## src/atnrst_pkg.sv

```systemverilog
package atnrst_pkg;

  // Program memory geometry.
  localparam int unsigned MEM_BYTES   = 2048;
  localparam int unsigned CHUNK_BYTES = 16;
  localparam int unsigned ADDR_W      = 11;
  localparam int unsigned CHUNK_W     = 4;

  // Value written into every byte of an erased chunk.
  localparam logic [7:0] ERASED_BYTE = 8'hFF;

  // Address of the first executable instruction.
  localparam logic [ADDR_W-1:0] START_ADDR = 11'h000;

  // Reset values of the reset line output and the synchroniser stages.
  localparam logic RST_LINE_RESET = 1'b0;
  localparam logic [1:0] SYNC_RESET = 2'h0;

  // Download sequencer states.
  typedef enum logic [3:0] {
    ATNRST_IDLE  = 4'h1,
    ATNRST_ERASE = 4'h2,
    ATNRST_WRITE = 4'h4,
    ATNRST_RUN   = 4'h8
  } atnrst_state_t;

endpackage

```

## src/atnrst_sync_if.sv

```systemverilog
interface atnrst_sync_if;
  logic raw;
  logic synced;
  modport src (input synced, output raw);
  modport snk (input raw, output synced);
endinterface

```

## src/atnrst_top.sv

```systemverilog
// Overview of operation
// Attention input high drives the module reset line low.
// Attention low or floating holds the module reset line high; while SRST is high the code drives it low (RST_LINE_RESET).
// Host pulses attention low, high, low to reset before downloading.
// Attention held high keeps the module in reset; no execution.
// Host reusing the port should drive the handshake low after opening.
// After a good download, execution starts at the first instruction.
// On power-up, execution starts at the first stored instruction.
// Download erases only aligned 16-byte chunks, then rewrites needed bytes.
// Erase happens inside the download; no separate erase command.
// Attention is synchronised; glitches under two cycles are ignored.
module atnrst_top #(
  parameter int unsigned ADDR_W = atnrst_pkg::ADDR_W
) (
  // Clock and reset.
  input  wire logic              SYS_CLK,
  input  wire logic              SRST,
  // Attention and module reset.
  input  wire logic              ATTENTION_INPUT,
  output logic                   MODULE_RESET_LINE,
  // Download byte stream.
  input  wire logic              DL_START,
  input  wire logic              DL_VALID,
  input  wire logic [ADDR_W-1:0] DL_ADDR,
  input  wire logic [7:0]        DL_DATA,
  input  wire logic              DL_DONE,
  output logic                   DL_READY,
  // Program memory port.
  output logic                   MEM_WE,
  output logic [ADDR_W-1:0]      MEM_ADDR,
  output logic [7:0]             MEM_WDATA,
  // Interpreter control.
  output logic                   RUN,
  output logic                   PC_LOAD,
  output logic [ADDR_W-1:0]      PC_START
);

  localparam int unsigned CW = atnrst_pkg::CHUNK_W;

  typedef struct packed {
    atnrst_pkg::atnrst_state_t state;
    logic                      rst_line;
    logic                      boot;
    logic [(1<<(ADDR_W-CW))-1:0] erased;
    logic [ADDR_W-1:0]         cur_addr;
    logic [7:0]                cur_data;
    logic [CW-1:0]             ecnt;
    logic                      ready;
    logic                      we;
    logic [ADDR_W-1:0]         maddr;
    logic [7:0]                mdata;
    logic                      run;
    logic                      pc_load;
  } atnrst_st_t;

  atnrst_st_t st_reg;
  atnrst_st_t st_next;
  logic       atn_sync;

  atnrst_sync_if sif ();
  assign sif.raw = ATTENTION_INPUT;
  assign atn_sync = sif.synced;

  atnrst_sync u_sync (
    .clk  (SYS_CLK),
    .srst (SRST),
    .sif  (sif)
  );

  always_comb begin
    st_next = st_reg;
    st_next.we = 1'b0;
    st_next.pc_load = 1'b0;
    st_next.rst_line = !atn_sync;
    unique case (st_reg.state)
      atnrst_pkg::ATNRST_IDLE: begin
        // Power-up: begin at the first stored instruction.
        if (st_reg.boot) begin
          st_next.boot = 1'b0;
          st_next.pc_load = 1'b1;
          st_next.run = 1'b1;
          st_next.state = atnrst_pkg::ATNRST_RUN;
        end
      end
      atnrst_pkg::ATNRST_RUN: begin
        if (DL_START) begin
          st_next.run = 1'b0;
          st_next.erased = '0;
          st_next.ready = 1'b1;
          st_next.state = atnrst_pkg::ATNRST_WRITE;
        end
      end
      atnrst_pkg::ATNRST_WRITE: begin
        if (!st_reg.ready) begin
          // Write the held byte back once its chunk has been erased.
          st_next.we = 1'b1;
          st_next.maddr = st_reg.cur_addr;
          st_next.mdata = st_reg.cur_data;
          st_next.ready = 1'b1;
        end else if (DL_VALID) begin
          st_next.cur_addr = DL_ADDR;
          st_next.cur_data = DL_DATA;
          st_next.ready = 1'b0;
          if (!st_reg.erased[DL_ADDR[ADDR_W-1:CW]]) begin
            // Erase the enclosing aligned chunk first.
            st_next.ecnt = '0;
            st_next.erased[DL_ADDR[ADDR_W-1:CW]] = 1'b1;
            st_next.state = atnrst_pkg::ATNRST_ERASE;
          end else begin
            st_next.we = 1'b1;
            st_next.maddr = DL_ADDR;
            st_next.mdata = DL_DATA;
            st_next.ready = 1'b1;
          end
        end
        // A finish strobe is honoured whenever no byte is taken with it.
        if (DL_DONE && !(DL_VALID && st_reg.ready)) begin
          st_next.ready = 1'b0;
          st_next.pc_load = 1'b1;
          st_next.run = 1'b1;
          st_next.state = atnrst_pkg::ATNRST_RUN;
        end
      end
      atnrst_pkg::ATNRST_ERASE: begin
        st_next.we = 1'b1;
        st_next.maddr = {st_reg.cur_addr[ADDR_W-1:CW], st_reg.ecnt};
        st_next.mdata = atnrst_pkg::ERASED_BYTE;
        st_next.ecnt = st_reg.ecnt + 1'b1;
        if (&st_reg.ecnt) begin
          st_next.state = atnrst_pkg::ATNRST_WRITE;
        end
      end
      default: begin
        st_next.state = atnrst_pkg::ATNRST_IDLE;
      end
    endcase
    // Attention high holds everything in reset.
    if (SRST || atn_sync) begin
      st_next = '0;
      st_next.state = atnrst_pkg::ATNRST_IDLE;
      st_next.rst_line = SRST ? atnrst_pkg::RST_LINE_RESET : !atn_sync;
      st_next.boot = 1'b1;
    end
  end

  always_ff @(posedge SYS_CLK) begin
    st_reg <= st_next;
  end

  assign MODULE_RESET_LINE = st_reg.rst_line;
  assign DL_READY = st_reg.ready;
  assign MEM_WE = st_reg.we;
  assign MEM_ADDR = st_reg.maddr;
  assign MEM_WDATA = st_reg.mdata;
  assign RUN = st_reg.run;
  assign PC_LOAD = st_reg.pc_load;
  assign PC_START = atnrst_pkg::START_ADDR;

  a_rst_follows_atn: assert property (
    @(posedge SYS_CLK) disable iff (SRST)
    atn_sync |=> !MODULE_RESET_LINE)
    else $error("Reset line not low while attention high.");

  a_rst_released: assert property (
    @(posedge SYS_CLK) disable iff (SRST)
    !atn_sync |=> MODULE_RESET_LINE)
    else $error("Reset line not high while attention low.");

  a_no_run_in_rst: assert property (
    @(posedge SYS_CLK) disable iff (SRST)
    atn_sync |=> !RUN && !MEM_WE)
    else $error("Activity while attention is high.");

  a_dl_starts: assert property (
    @(posedge SYS_CLK) disable iff (SRST)
    st_reg.state == atnrst_pkg::ATNRST_RUN && DL_START && !atn_sync
    |=> !RUN && DL_READY && st_reg.erased == '0)
    else $error("Download did not open at once.");

  a_dl_done_run: assert property (
    @(posedge SYS_CLK) disable iff (SRST)
    st_reg.state == atnrst_pkg::ATNRST_WRITE && DL_DONE && !atn_sync
    && !(DL_VALID && DL_READY) |=> PC_LOAD && RUN)
    else $error("Program not started after download.");

  a_pc_load_once: assert property (
    @(posedge SYS_CLK) disable iff (SRST)
    PC_LOAD |=> !PC_LOAD)
    else $error("Start address loaded twice in a row.");

  a_boot_start: assert property (
    @(posedge SYS_CLK) disable iff (SRST)
    $fell(atn_sync) |-> ##[1:3] PC_LOAD)
    else $error("No start after reset release.");

  a_start_addr: assert property (
    @(posedge SYS_CLK) disable iff (SRST)
    PC_LOAD |-> PC_START == atnrst_pkg::START_ADDR && RUN)
    else $error("Start address is not the first instruction.");

  a_erase_chunk: assert property (
    @(posedge SYS_CLK) disable iff (SRST)
    $rose(st_reg.state == atnrst_pkg::ATNRST_ERASE) && !atn_sync
    |=> MEM_WE && MEM_ADDR[CW-1:0] == '0
    && MEM_WDATA == atnrst_pkg::ERASED_BYTE)
    else $error("Erase does not begin at chunk start.");

  a_erase_len: assert property (
    @(posedge SYS_CLK) disable iff (SRST || atn_sync)
    $rose(st_reg.state == atnrst_pkg::ATNRST_ERASE)
    |-> st_reg.ecnt == '0
    ##15 (st_reg.state == atnrst_pkg::ATNRST_ERASE && &st_reg.ecnt)
    ##1 st_reg.state == atnrst_pkg::ATNRST_WRITE)
    else $error("Erase length is not one chunk.");

  a_erase_busy: assert property (
    @(posedge SYS_CLK) disable iff (SRST)
    st_reg.state == atnrst_pkg::ATNRST_ERASE |-> !DL_READY)
    else $error("Byte slot offered during an erase.");

  a_write_back: assert property (
    @(posedge SYS_CLK) disable iff (SRST)
    $fell(st_reg.state == atnrst_pkg::ATNRST_ERASE) && !atn_sync
    && st_reg.state == atnrst_pkg::ATNRST_WRITE && !DL_DONE
    |=> MEM_WE && MEM_ADDR == $past(st_reg.cur_addr)
    && MEM_WDATA == $past(st_reg.cur_data) && DL_READY)
    else $error("Held byte not written after its erase.");

  a_write_direct: assert property (
    @(posedge SYS_CLK) disable iff (SRST)
    st_reg.state == atnrst_pkg::ATNRST_WRITE && DL_READY && DL_VALID
    && st_reg.erased[DL_ADDR[ADDR_W-1:CW]] && !atn_sync
    |=> MEM_WE && MEM_ADDR == $past(DL_ADDR)
    && MEM_WDATA == $past(DL_DATA) && DL_READY)
    else $error("Byte in an erased chunk not written at once.");

  c_boot: cover property (@(posedge SYS_CLK) $fell(atn_sync) ##[1:4] PC_LOAD);
  c_erase: cover property (@(posedge SYS_CLK)
    st_reg.state == atnrst_pkg::ATNRST_ERASE);
  c_dl_done: cover property (@(posedge SYS_CLK)
    st_reg.state == atnrst_pkg::ATNRST_WRITE && DL_DONE);
  c_abort: cover property (@(posedge SYS_CLK)
    st_reg.state == atnrst_pkg::ATNRST_ERASE && atn_sync);

endmodule

```

## src/atnrst_sync.sv

```systemverilog
module atnrst_sync (
  // Clock and reset.
  input  wire logic    clk,
  input  wire logic    srst,
  // Signal path.
  atnrst_sync_if.snk   sif
);

  typedef struct packed {
    logic [1:0] stage;
    logic       hold;
    logic       filt;
  } atnrst_sync_st_t;

  atnrst_sync_st_t st_reg;
  atnrst_sync_st_t st_next;

  // The first stage is read only by the second one.
  always_comb begin
    st_next = st_reg;
    st_next.stage = {st_reg.stage[0], sif.raw};
    st_next.hold = st_reg.stage[1];
    // A level reaches the output only after two equal samples in a row.
    if (st_reg.stage[1] == st_reg.hold) begin
      st_next.filt = st_reg.stage[1];
    end
    if (srst) begin
      st_next = '0;
      st_next.stage = atnrst_pkg::SYNC_RESET;
    end
  end

  always_ff @(posedge clk) begin
    st_reg <= st_next;
  end

  assign sif.synced = st_reg.filt;

  a_sync_delay: assert property (@(posedge clk) disable iff (srst)
    !$past(srst) && !$past(srst, 2) && !$past(srst, 3) && !$past(srst, 4)
    && $past(sif.raw, 3) == $past(sif.raw, 4)
    |-> sif.synced == $past(sif.raw, 3))
    else $error("Synchroniser delay is not three cycles.");

  a_glitch_held: assert property (@(posedge clk) disable iff (srst)
    !$past(srst) && !$past(srst, 2) && !$past(srst, 3) && !$past(srst, 4)
    && $past(sif.raw, 3) != $past(sif.raw, 4)
    |-> $stable(sif.synced))
    else $error("Short attention pulse reached the output.");

endmodule

```

## config.mk

```make
export PLATFORM = sky130hd
export DESIGN_NAME = atnrst_top
export DESIGN_NICKNAME = d
export VERILOG_FILES = /design/src/atnrst_pkg.sv /design/src/atnrst_sync_if.sv /design/src/atnrst_top.sv /design/src/atnrst_sync.sv
export SDC_FILE = /design/constraint.sdc
export NUM_CORES = 1
export LEC_CHECK = 0
export BUFFER_PORTS_ARGS = -buffer_cell sky130_fd_sc_hd__buf_4
export CORE_UTILIZATION = 60
export CTS_CLUSTER_DIAMETER = 120
export DETAILED_ROUTE_END_ITERATION = 7
export GPL_TIMING_DRIVEN = 0
export PLACE_DENSITY = 0.88
export SLEW_MARGIN = 20
export SYNTH_ARGS = -nofsm -noshare
export SYNTH_HDL_FRONTEND = slang
export SYNTH_SLANG_ARGS = --single-unit
```

## constraint.sdc

```tcl
create_clock -name SYS_CLK -period 3.35 [get_ports SYS_CLK]
set_input_delay 0.67 -clock SYS_CLK [delete_from_list [all_inputs] [get_ports SYS_CLK]]
set_output_delay 0.67 -clock SYS_CLK [all_outputs]
set_load 0.01 [all_outputs]
```

==> results of run 1 <==
through the flow:
step	hold WS [ns]	setup TNS (ns)
after floorplan	0.414	0
after global placement	0.427	-14.22
after detailed placement	0.443	-15.48
after CTS	0.418	0
after global routing	0.425	0
final	0.429	0
cells by family after synthesis:
logic type / after synthesis
AOI/OAI and AO/OA: 232
DFF: 184
and+or+nand+nor: 145
buffers and inverters: 123
muxes: 46
xor gates and xnor gates: 3
adders and majority gates: 1
other: 1
cell usage after synthesis (3+ instances only):
cell type / count
a31oi_1: 3
and2_1: 4
o21ai_1: 3
mux2_2: 4
nand3_1: 7
mux4_2: 30
a22o_1: 5
buf_4: 38
o21ai_0: 10
nor2_1: 36
a211oi_1: 6
o32ai_1: 14
a221oi_1: 8
buf_1: 4
a41oi_1: 4
mux2i_1: 12
nor3_1: 9
dfxtp_1: 184
buf_6: 13
inv_1: 18
a21oi_1: 32
o21a_1: 4
nor2b_1: 9
nand4_1: 3
a32o_1: 128
nand2_1: 60
nand2b_1: 5
clkbuf_1: 41
buf_2: 8
a311oi_1: 3
worst max-delay path, stage by stage (launching register included):
cell and delay (ns):
dfxtp_1 0.31, clkbuf_1 0.31, nor2_1 0.12, and3_1 0.19, clkbuf_1 0.15, a21oi_1 0.66, nand3_1 0.35, nor3_1 0.81
a32o_1 0.28
power by group through the flow:
stage | Clock (mW) | Sequential (mW) | Combinational [mW]
after global routing | 1.92 | 2.25 | 0.613
after CTS | 1.82 | 2.25 | 0.556
after detailed placement | 0 | 2.30 | 0.553
final | 1.81 | 2.25 | 0.572
after global placement | 0 | 2.30 | 0.531
after floorplan | 0 | 2.30 | 0.373
layout make-up:
type | count | area (µm²)
Fill cell | 917 | 3680
Buffer | 104 | 641
Timing Repair Buffer | 45 | 338
Clock inverter | 3 | 15.0
Tap cell | 172 | 215
Clock buffer | 27 | 513
Multi-Input combinational cell | 438 | 3610
Inverter | 19 | 71.3
Sequential cell | 184 | 3680
path summary, 6_finish.rpt:
| check | from | to | depth (start not counted) |
|---|---|---|---|
| max reg2reg | st_reg[178] | st_reg[94] | 8 |
| max | st_reg[178] | st_reg[94] | 8 |
| min | SRST | u_sync.st_reg[2] | 2 |
| min reg2reg | u_sync.st_reg[2] | u_sync.st_reg[3] | 1 |
layer usage:
| metal | part of all wire [%] | track usage (%) | vias to the layer above |
|---|---|---|---|
| met2 | 50 | 55.8 | 419 |
| met3 | 8.1 | 6.54 | 82 |
| met5 | 0 | 0 | - |
| met1 | 38 | 37.0 | 3247 |
| met4 | 4.1 | 17.6 | 0 |
| li1 | - | - | 2979 |
what timing repair did:
action                                  4_1_cts  5_1_grt
gates resized for setup                       0        3
endpoints found under the setup margin        0       19
hold buffers                                  0        0
==> metrics.txt, run 1 <==
#FFs+latches synth=~180; max_cap viols=0; total design power=roughly 4.6 mW; core area=roughly 13000 µm²; Pint=3.47 mW; dpl ws=-0.311 ns; DRT Wirelength=20900 µm; wire per inst=roughly 21 µm; Post-Synthesis Cell Area=between 7000 and 8000 µm²; dpl cells=around 960; Reg power frac=between 40% and 50%; switching share of power=roughly 25%; First-pass DRT Iterations=7; largest net degree at the start of global routing=17; Seq/Total Area, Yosys=46.3%; Setup Skew=between 0.009 and 0.01 ns; Crit. End Element=register; GPL Wtd Cong=roughly 0.93; Post-Synth XOR/XNOR Area=0.330%; Syn Inst Count=~740; crit path DAT=~3.6 ns; leading area contributor after synthesis=dfxtp_1; f_max=just over 0.3 GHz; commonest cells after routing, fill and taps aside=dfxtp_1 (184), a32o_1 (128), buf_4 (83); Most used DFF post-synth=dfxtp_1; critical path data required time=roughly 3.7 ns; Post-Synth Adder-Cell Area=less than 1%; Final Util=about 70%; Die X=roughly 120 µm; status=finished, final reports clean; # IOs=60; TritonCTS clock tree=yes; Vias/cell=6.78; slew margin rel.=between 20% and 30%; setup ws final=~0.085 ns; remaining antenna violation count=0; crit-path max FO=9; Yosys warning count=0; final setup violating endpoints=0; layout cells sized above 1=21.0%; Crit Path Class=register to register; simple logic cell fraction of the synthesized area=8.50%; post-synth top area share=a little under half; DR iter-0 viols=between 800 and 900; DRC=0; Worst-Skew Late Latency=about 0.43 ns; largest family of logic cells by synthesized area=compound AO/OA/AOI/OAI gates; vias in the first global route=approximately 6600; minimum clock period=approximately 3.3 ns; crit start category=register; setup repair bufs after CTS=0; number of buffers created by CTS=17; Avg Cell Area, Syn=between 10 and 15 µm²; clock share of power=about 39%; top cells by area, synth=dfxtp_1 (46%), a32o_1 (16%), mux4_2 (8.5%), buf_4 (3.6%), nand2_1 (2.8%); Post-synth EDFFs=0; P_leak=roughly 3.3 nW; RSZ-0062 raised after global routing=no; H-tree depth=4; # diodes=0; Final Non-Filler Cells=between 900 and 1000; clock-pin slew on the worst setup and hold paths=0.06 ns; Nets=around 840; Clock Sink Count=~180; DR vias=a little under 7000; Starting Density=between 60% and 70%; DIE AREA=about 14000 µm²; fin area=just over 9000 µm²; CTS Root Cell=clkbuf_16; GRT Util Overall=about 32%; mux cell area share after synthesis=10.6%; initial antenna violation count=0; Hold Crit Class=input pin to register; commonest non-fill, non-tap cell in the layout=dfxtp_1; I/O Buffers=45; Worst R2R Setup Slack=0.08 ns; Hold Violations, Final=0; HPWL Detailed=14300 µm; Area growth syn-to-layout=14.3%; Placed Area=8540 µm²; share of flip-flops with an asynchronous set or reset=0%; max reg flops=between 150 and 200; GRT overflow=0; actual slew at the worst max-slew pin=roughly 1.1 ns; PD cells=510 nW/µm²; Clock Tree Buf Depth=2; Unique masters post-synth=53; row count=a little over 40; Synth Area in Compound Gates=around a quarter; first-pass GRT wire length=around 33000 µm; Worst VDD drop=between 0.3 and 0.4 mV; Logic pwr share=approximately an eighth; count of final max-slew check failures=0; Sw Pwr=about 1.2 mW; fin crit share=between 90% and 100%; Die Y-Extent=roughly 120 µm
Power figures use the tool's default switching activity.
==> inputs of run 2 (changes only) <==
- CORE_UTILIZATION: 60 -> 62
- CTS_BUF_LIST: unset -> sky130_fd_sc_hd__clkbuf_2
- PLACE_DENSITY: 0.88 -> 0.9
==> run 2 against run 1 <==
Non-clock buffer count increased by 1. Clock power down 38%. Sequential power about the same. Clock skew rose by 0.031 ns. Utilization shrank 1.1 points. Sequential share of layout area increased by 1.3 points. Highest routed layer unchanged. Final area down 3.2%. Die area is 3.2% lower. Critical path depth unchanged. Global-route usage up 0.28 points. Fmax rose by 4.2%.
==> metrics.txt, run 2 (synthesis gave the netlist of run 1 again) <==
Area growth syn-to-layout=10.7% (was 14.3%); Die X=115 µm (was 117 µm); commonest non-fill, non-tap cell in the layout=dfxtp_1 (unchanged); GRT Util Overall=32.3% (was 32.0%); remaining antenna violation count=0 (unchanged); Critical Path Most Common Cell=clkbuf_1 (unchanged); final setup violating endpoints=0 (unchanged); DRT Wirelength=21000 µm (was 20900 µm); DRC=0 (unchanged); minimum clock period=3.13 ns (was 3.27 ns); fin area=8800 µm² (was 9090 µm²); status=finished, final reports clean (unchanged); commonest cells after routing, fill and taps aside=dfxtp_1 (184), a32o_1 (128), buf_4 (83) (unchanged); I/O Buffers=45 (unchanged); total design power=3.96 mW (was 4.63 mW); P_leak=3.17 nW (was 3.29 nW); max_cap viols=0 (unchanged); slew margin rel.=32.7% (was 27.4%); # IOs=60 (unchanged); Clock Sink Count=184 (unchanged); Setup Skew=0.0401 ns (was 0.00919 ns); GPL Wtd Cong=0.930 (was 0.935); clock share of power=28.4% (was 39.0%); DR vias=6780 (was 6727); Hold Violations, Final=0 (unchanged); number of buffers created by CTS=17 (unchanged); clock-pin slew on the worst setup and hold paths=0.25 ns (was 0.06 ns); TritonCTS clock tree=yes (unchanged); Sw Pwr=1.17 mW (was 1.16 mW); Buf/Inv on CP=2 (unchanged); Placed Area=8540 µm² (unchanged); Crit. End Element=register (unchanged); HPWL Detailed=14900 µm (was 14300 µm); fin crit share=93.5% (was 97.5%); cells along the critical path=clkbuf_1 -> nor2_1 -> and3_1 -> clkbuf_1 -> a21oi_1 -> nand2_1 -> nor3_1 -> a32o_1 (was clkbuf_1 -> nor2_1 -> and3_1 -> clkbuf_1 -> a21oi_1 -> nand3_1 -> nor3_1 -> a32o_1); actual slew at the worst max-slew pin=1.00 ns (was 1.08 ns); core area=12600 µm² (was 12800 µm²); count of final max-slew check failures=0 (unchanged); PD cells=450 nW/µm² (was 510 nW/µm²); DIE AREA=13300 µm² (was 13700 µm²); max incr delay on CP=0.77 ns (was 0.81 ns); Nets=836 (was 835); RSZ-0062 raised after global routing=no (unchanged); Reg power frac=57.1% (was 48.6%); crit path DAT=3.89 ns (was 3.63 ns); initial antenna violation count=1 (was 0); DR iter-0 viols=745 (was 874); Worst-Skew Late Latency=0.82 ns (was 0.43 ns); crit path max-delay cell type=nor3_1 (unchanged); First-pass DRT Iterations=6 (was 7); Die Y-Extent=115 µm (was 117 µm); critical path data required time=4.11 ns (was 3.71 ns); Vias/cell=6.81 (was 6.78); GRT overflow=0 (unchanged); H-tree depth=4 (unchanged); Logic pwr share=14.5% (was 12.3%); max reg flops=156 (unchanged); vias in the first global route=6355 (was 6551); Starting Density=63.3% (was 62.3%); Crit Path Class=register to register (unchanged); f_max=0.319 GHz (was 0.306 GHz); wire per inst=21.0 µm (was 21.1 µm); switching share of power=29.6% (was 25.1%); CTS Root Cell=clkbuf_2 (was clkbuf_16); Hold Crit Class=input pin to register (unchanged); layout cells sized above 1=21.4% (was 21.0%); Pint=2.79 mW (was 3.47 mW); Worst VDD drop=0.365 mV (was 0.363 mV); crit-path max FO=9 (unchanged); largest net degree at the start of global routing=17 (unchanged); first-pass GRT wire length=32300 µm (was 32600 µm); CP top delay family=simple AND/OR/NAND/NOR gates (unchanged); FILL cells=982 (was 917); row count=41 (unchanged); Clock Tree Buf Depth=2 (unchanged); crit start category=register (unchanged)
[run 2: changes by cell type in the layout (fill, tap and decap cells not counted), moves of 2 or more]
cell,delta
clkinv_4,+3
clkbuf_1,-5
inv_6,+3
bufinv_16,+2
clkbuf_2,+17
clkbuf_16,-17
clkinvlp_4,+2
clkbuf_8,-5
clkinv_1,+2
[run 2: routing by layer]
layer | share of wire [%] | up-vias | global-route usage, %
met1 | 38 | 3315 | 37.2
met4 | 3.7 | 0 | 14.9
met5 | 0 | - | 0
li1 | - | 2992 | -
met2 | 50 | 385 | 56.3
met3 | 8.6 | 88 | 8.49
[run 2: worst reg2reg max path, cell delays in order (launching register included)]
cell and delay (ns):
dfxtp_1 0.36, clkbuf_1 0.30, nor2_1 0.12, and3_1 0.20
clkbuf_1 0.15, a21oi_1 0.63, nand2_1 0.27, nor3_1 0.77
a32o_1 0.30
[run 2: what timing repair did]
action | in CTS | in global routing
setup endpoints to repair | 0 | 14
resized for setup | 0 | 2
setup buffers | 0 | 0
hold buffers | 1 | 0
endpoints found under the hold margin | 4 | 0
[run 2: metrics by stage]
step           setup slack, ns  setup TNS [ns]  instances  utilization, %  hold slack (ns)
2_1_floorplan            0.300               0        745               -            0.414
3_3_place_gp            -0.443          -38.93        962            68.0            0.428
3_5_place_dp            -0.506          -44.86        962            68.0            0.440
4_1_cts                  0.175               0        995            69.9           0.0329
5_1_grt                 0.0102               0        996            70.0           0.0197
6_report                 0.217               0        996            70.0           0.0747
[run 2: worst paths after layout]
check | start | end | slack [ns] | cells past startpoint
worst min register to register | u_sync.st_reg[2] | u_sync.st_reg[3] | 0.47 | 1
worst min-delay path | ATTENTION_INPUT | u_sync.st_reg[2] | 0.07 | 2
worst max-delay path | st_reg[178] | st_reg[51] | 0.22 | 8
worst max register to register | st_reg[178] | st_reg[51] | 0.22 | 8
[run 2: cell type report]
type / count / area [µm²] / area share, %
sequential: 184 / 3680 / 41.9
multi-input combinational: 438 / 3600 / 41.0
buffer: 104 / 641 / 7.28
timing repair buffer: 46 / 348 / 3.95
tap: 172 / 215 / 2.45
clock inverter: 15 / 150 / 1.71
clock buffer: 17 / 85.1 / 0.967
inverter: 19 / 71.3 / 0.810
antenna: 1 / 2.50 / 0.0284
[run 2: power by group through the flow]
stage,Clock [mW],Sequential (mW),Combinational [mW]
after floorplan,0,2.30,0.373
after global placement,0,2.30,0.532
after detailed placement,0,2.30,0.554
after CTS,1.12,2.26,0.557
after global routing,1.22,2.27,0.613
final,1.12,2.26,0.573
==> inputs of run 3 (changes only) <==
- CORE_MARGIN: unset -> 3
==> run 3 against run 2 <==
Clock skew down 0.012 ns. Critical path depth did not move. Sequential power is essentially flat. Non-clock buffer count shrank 1. Clock-buffer cell count increased by 4. Sequential share of layout area is essentially flat. Largest power group unchanged.
==> metrics.txt, run 3 (synthesis gave the netlist of run 1 again) <==
status=finished, final reports clean (unchanged); clock-pin slew on the worst setup and hold paths=0.22 ns (was 0.25 ns); crit-path max FO=9 (unchanged); remaining antenna violation count=0 (unchanged); DR vias=6818 (was 6780); met1 usage=38.8% (was 37.2%); Area growth syn-to-layout=10.7% (about the same); # IOs=60 (unchanged); initial antenna violation count=0 (was 1); crit start category=register (unchanged); Clock Tree Buf Depth=2 (unchanged); layout cells sized above 1=21.2% (was 21.4%); total design power=4.04 mW (was 3.96 mW); number of buffers created by CTS=17 (unchanged); row count=40 (was 41); Setup Skew=0.0278 ns (was 0.0401 ns); Crit. End Element=register (unchanged); commonest non-fill, non-tap cell in the layout=dfxtp_1 (unchanged); minimum clock period=3.19 ns (was 3.13 ns); total negative setup slack=0 ns (unchanged); H-tree depth=4 (unchanged); wire per inst=22.1 µm (was 21.0 µm); I/O Buffers=45 (unchanged); max_cap viols=0 (unchanged); HPWL Detailed=15000 µm (was 14900 µm); f_max=0.314 GHz (was 0.319 GHz); dpl cells=958 (was 962); CTS Root Cell=clkbuf_2 (unchanged); actual slew at the worst max-slew pin=0.989 ns (was 1.00 ns); Nets=835 (was 836); DRC=0 (unchanged); count of final max-slew check failures=0 (unchanged); Starting Density=64.9% (was 63.3%); fin crit share=95.1% (was 93.5%); commonest cells after routing, fill and taps aside=dfxtp_1 (184), a32o_1 (128), buf_4 (83) (unchanged); Worst VDD drop=0.428 mV (was 0.365 mV); Global Route met2 Usage=51.1% (was 56.3%); max reg flops=156 (unchanged); First-pass DRT Iterations=6 (unchanged); hold_buf cts=0 (was 1); Die X=119 µm (was 115 µm); Clock Sink Count=184 (unchanged); Final Non-Filler Cells=990 (was 996); Hold Crit Class=input pin to register (unchanged); vias in the first global route=6661 (was 6355); met3 Use GR=8.64% (was 8.49%); RSZ-0062 raised after global routing=no (unchanged); Crit Path Class=register to register (unchanged); critical path data required time=4.04 ns (was 4.11 ns); GPL Wtd Cong=0.937 (was 0.930); largest net degree at the start of global routing=17 (unchanged); DRT Wirelength=21900 µm (was 21000 µm); GR peak layer=met2 (unchanged); Worst-Skew Late Latency=0.74 ns (was 0.82 ns); Hold Violations, Final=0 (unchanged); final setup violating endpoints=0 (unchanged); core area=12300 µm² (was 12600 µm²); GRT overflow=0 (unchanged); DR iter-0 viols=1106 (was 745); Vias/cell=6.89 (was 6.81); GRT Util Overall=31.0% (was 32.3%); slew margin rel.=33.5% (was 32.7%); # diodes=0 (was 1); TritonCTS clock tree=yes (unchanged); PD cells=459 nW/µm² (was 450 nW/µm²); first-pass GRT wire length=34900 µm (was 32300 µm); DIE AREA=14200 µm² (was 13300 µm²); crit path DAT=3.88 ns (was 3.89 ns); Die Y-Extent=119 µm (was 115 µm); P_leak=3.19 nW (was 3.17 nW)
-- run 3: changes by cell type in the layout (fill, tap and decap cells not counted) --
cell / delta
clkinv_2: -1
clkinv_4: -2
dlygate4sd3_1: -1
clkinvlp_4: -2
inv_6: -3
bufinv_16: +2
diode_2: -1
clkbuf_2: +4
clkinv_1: +2
-- run 3: path summary, 6_finish.rpt --
path                     from                to  slack (ns)  cells after the start
max               st_reg[178]        st_reg[85]        0.16                      8
min                      SRST  u_sync.st_reg[1]        0.09                      2
max reg2reg       st_reg[178]        st_reg[85]        0.16                      8
min reg2reg  u_sync.st_reg[2]  u_sync.st_reg[3]        0.46                      1
-- run 3: repair_timing --
action	4_1_cts	5_1_grt
endpoints found under the setup margin	0	16
gates resized for setup	0	2
setup buffers	0	0
-- run 3: worst max-delay path, cell delays in order (launching register included) --
cell and delay (ns):
dfxtp_1 0.37, clkbuf_1 0.32, nor2_1 0.13, and3_1 0.20, clkbuf_1 0.15, a21oi_1 0.60
nand3b_1 0.29, nor3_1 0.81, a32o_1 0.28
-- run 3: per-stage QoR --
stage          instance area (µm²)  hold WS (ns)  utilization [%]  setup slack [ns]
3_3_place_gp                  8540         0.427             69.6            -0.283
5_1_grt                       8810        0.0158             71.8            0.0468
2_1_floorplan                 7990         0.414                -             0.300
3_5_place_dp                  8540         0.447             69.6            -0.369
6_report                      8810        0.0939             71.8             0.164
4_1_cts                       8800        0.0683             71.7             0.282
-- run 3: power breakdown --
part           total (mW)  switching, mW  leakage, nW  internal [mW]
Sequential           2.26         0.0261         1.48           2.23
Combinational       0.578          0.373         1.54          0.205
Clock                1.21          0.714        0.162          0.492
Total                4.04           1.11         3.19           2.93
-- run 3: layout make-up --
class | count | area, µm²
inverter | 19 | 71.3
timing repair buffer | 45 | 338
buffer | 104 | 641
clock buffer | 21 | 105
tap | 168 | 210
fill | 876 | 3450
sequential | 184 | 3680
clock inverter | 11 | 154
multi-input combinational | 438 | 3600
-- run 3: routing by layer --
| metal | wire, µm | vias to the layer above |
|---|---|---|
| met4 | 575 | 0 |
| met1 | 8270 | 3343 |
| met3 | 2290 | 63 |
| met5 | 0 | - |
| li1 | - | 2981 |
| met2 | 10700 | 431 |
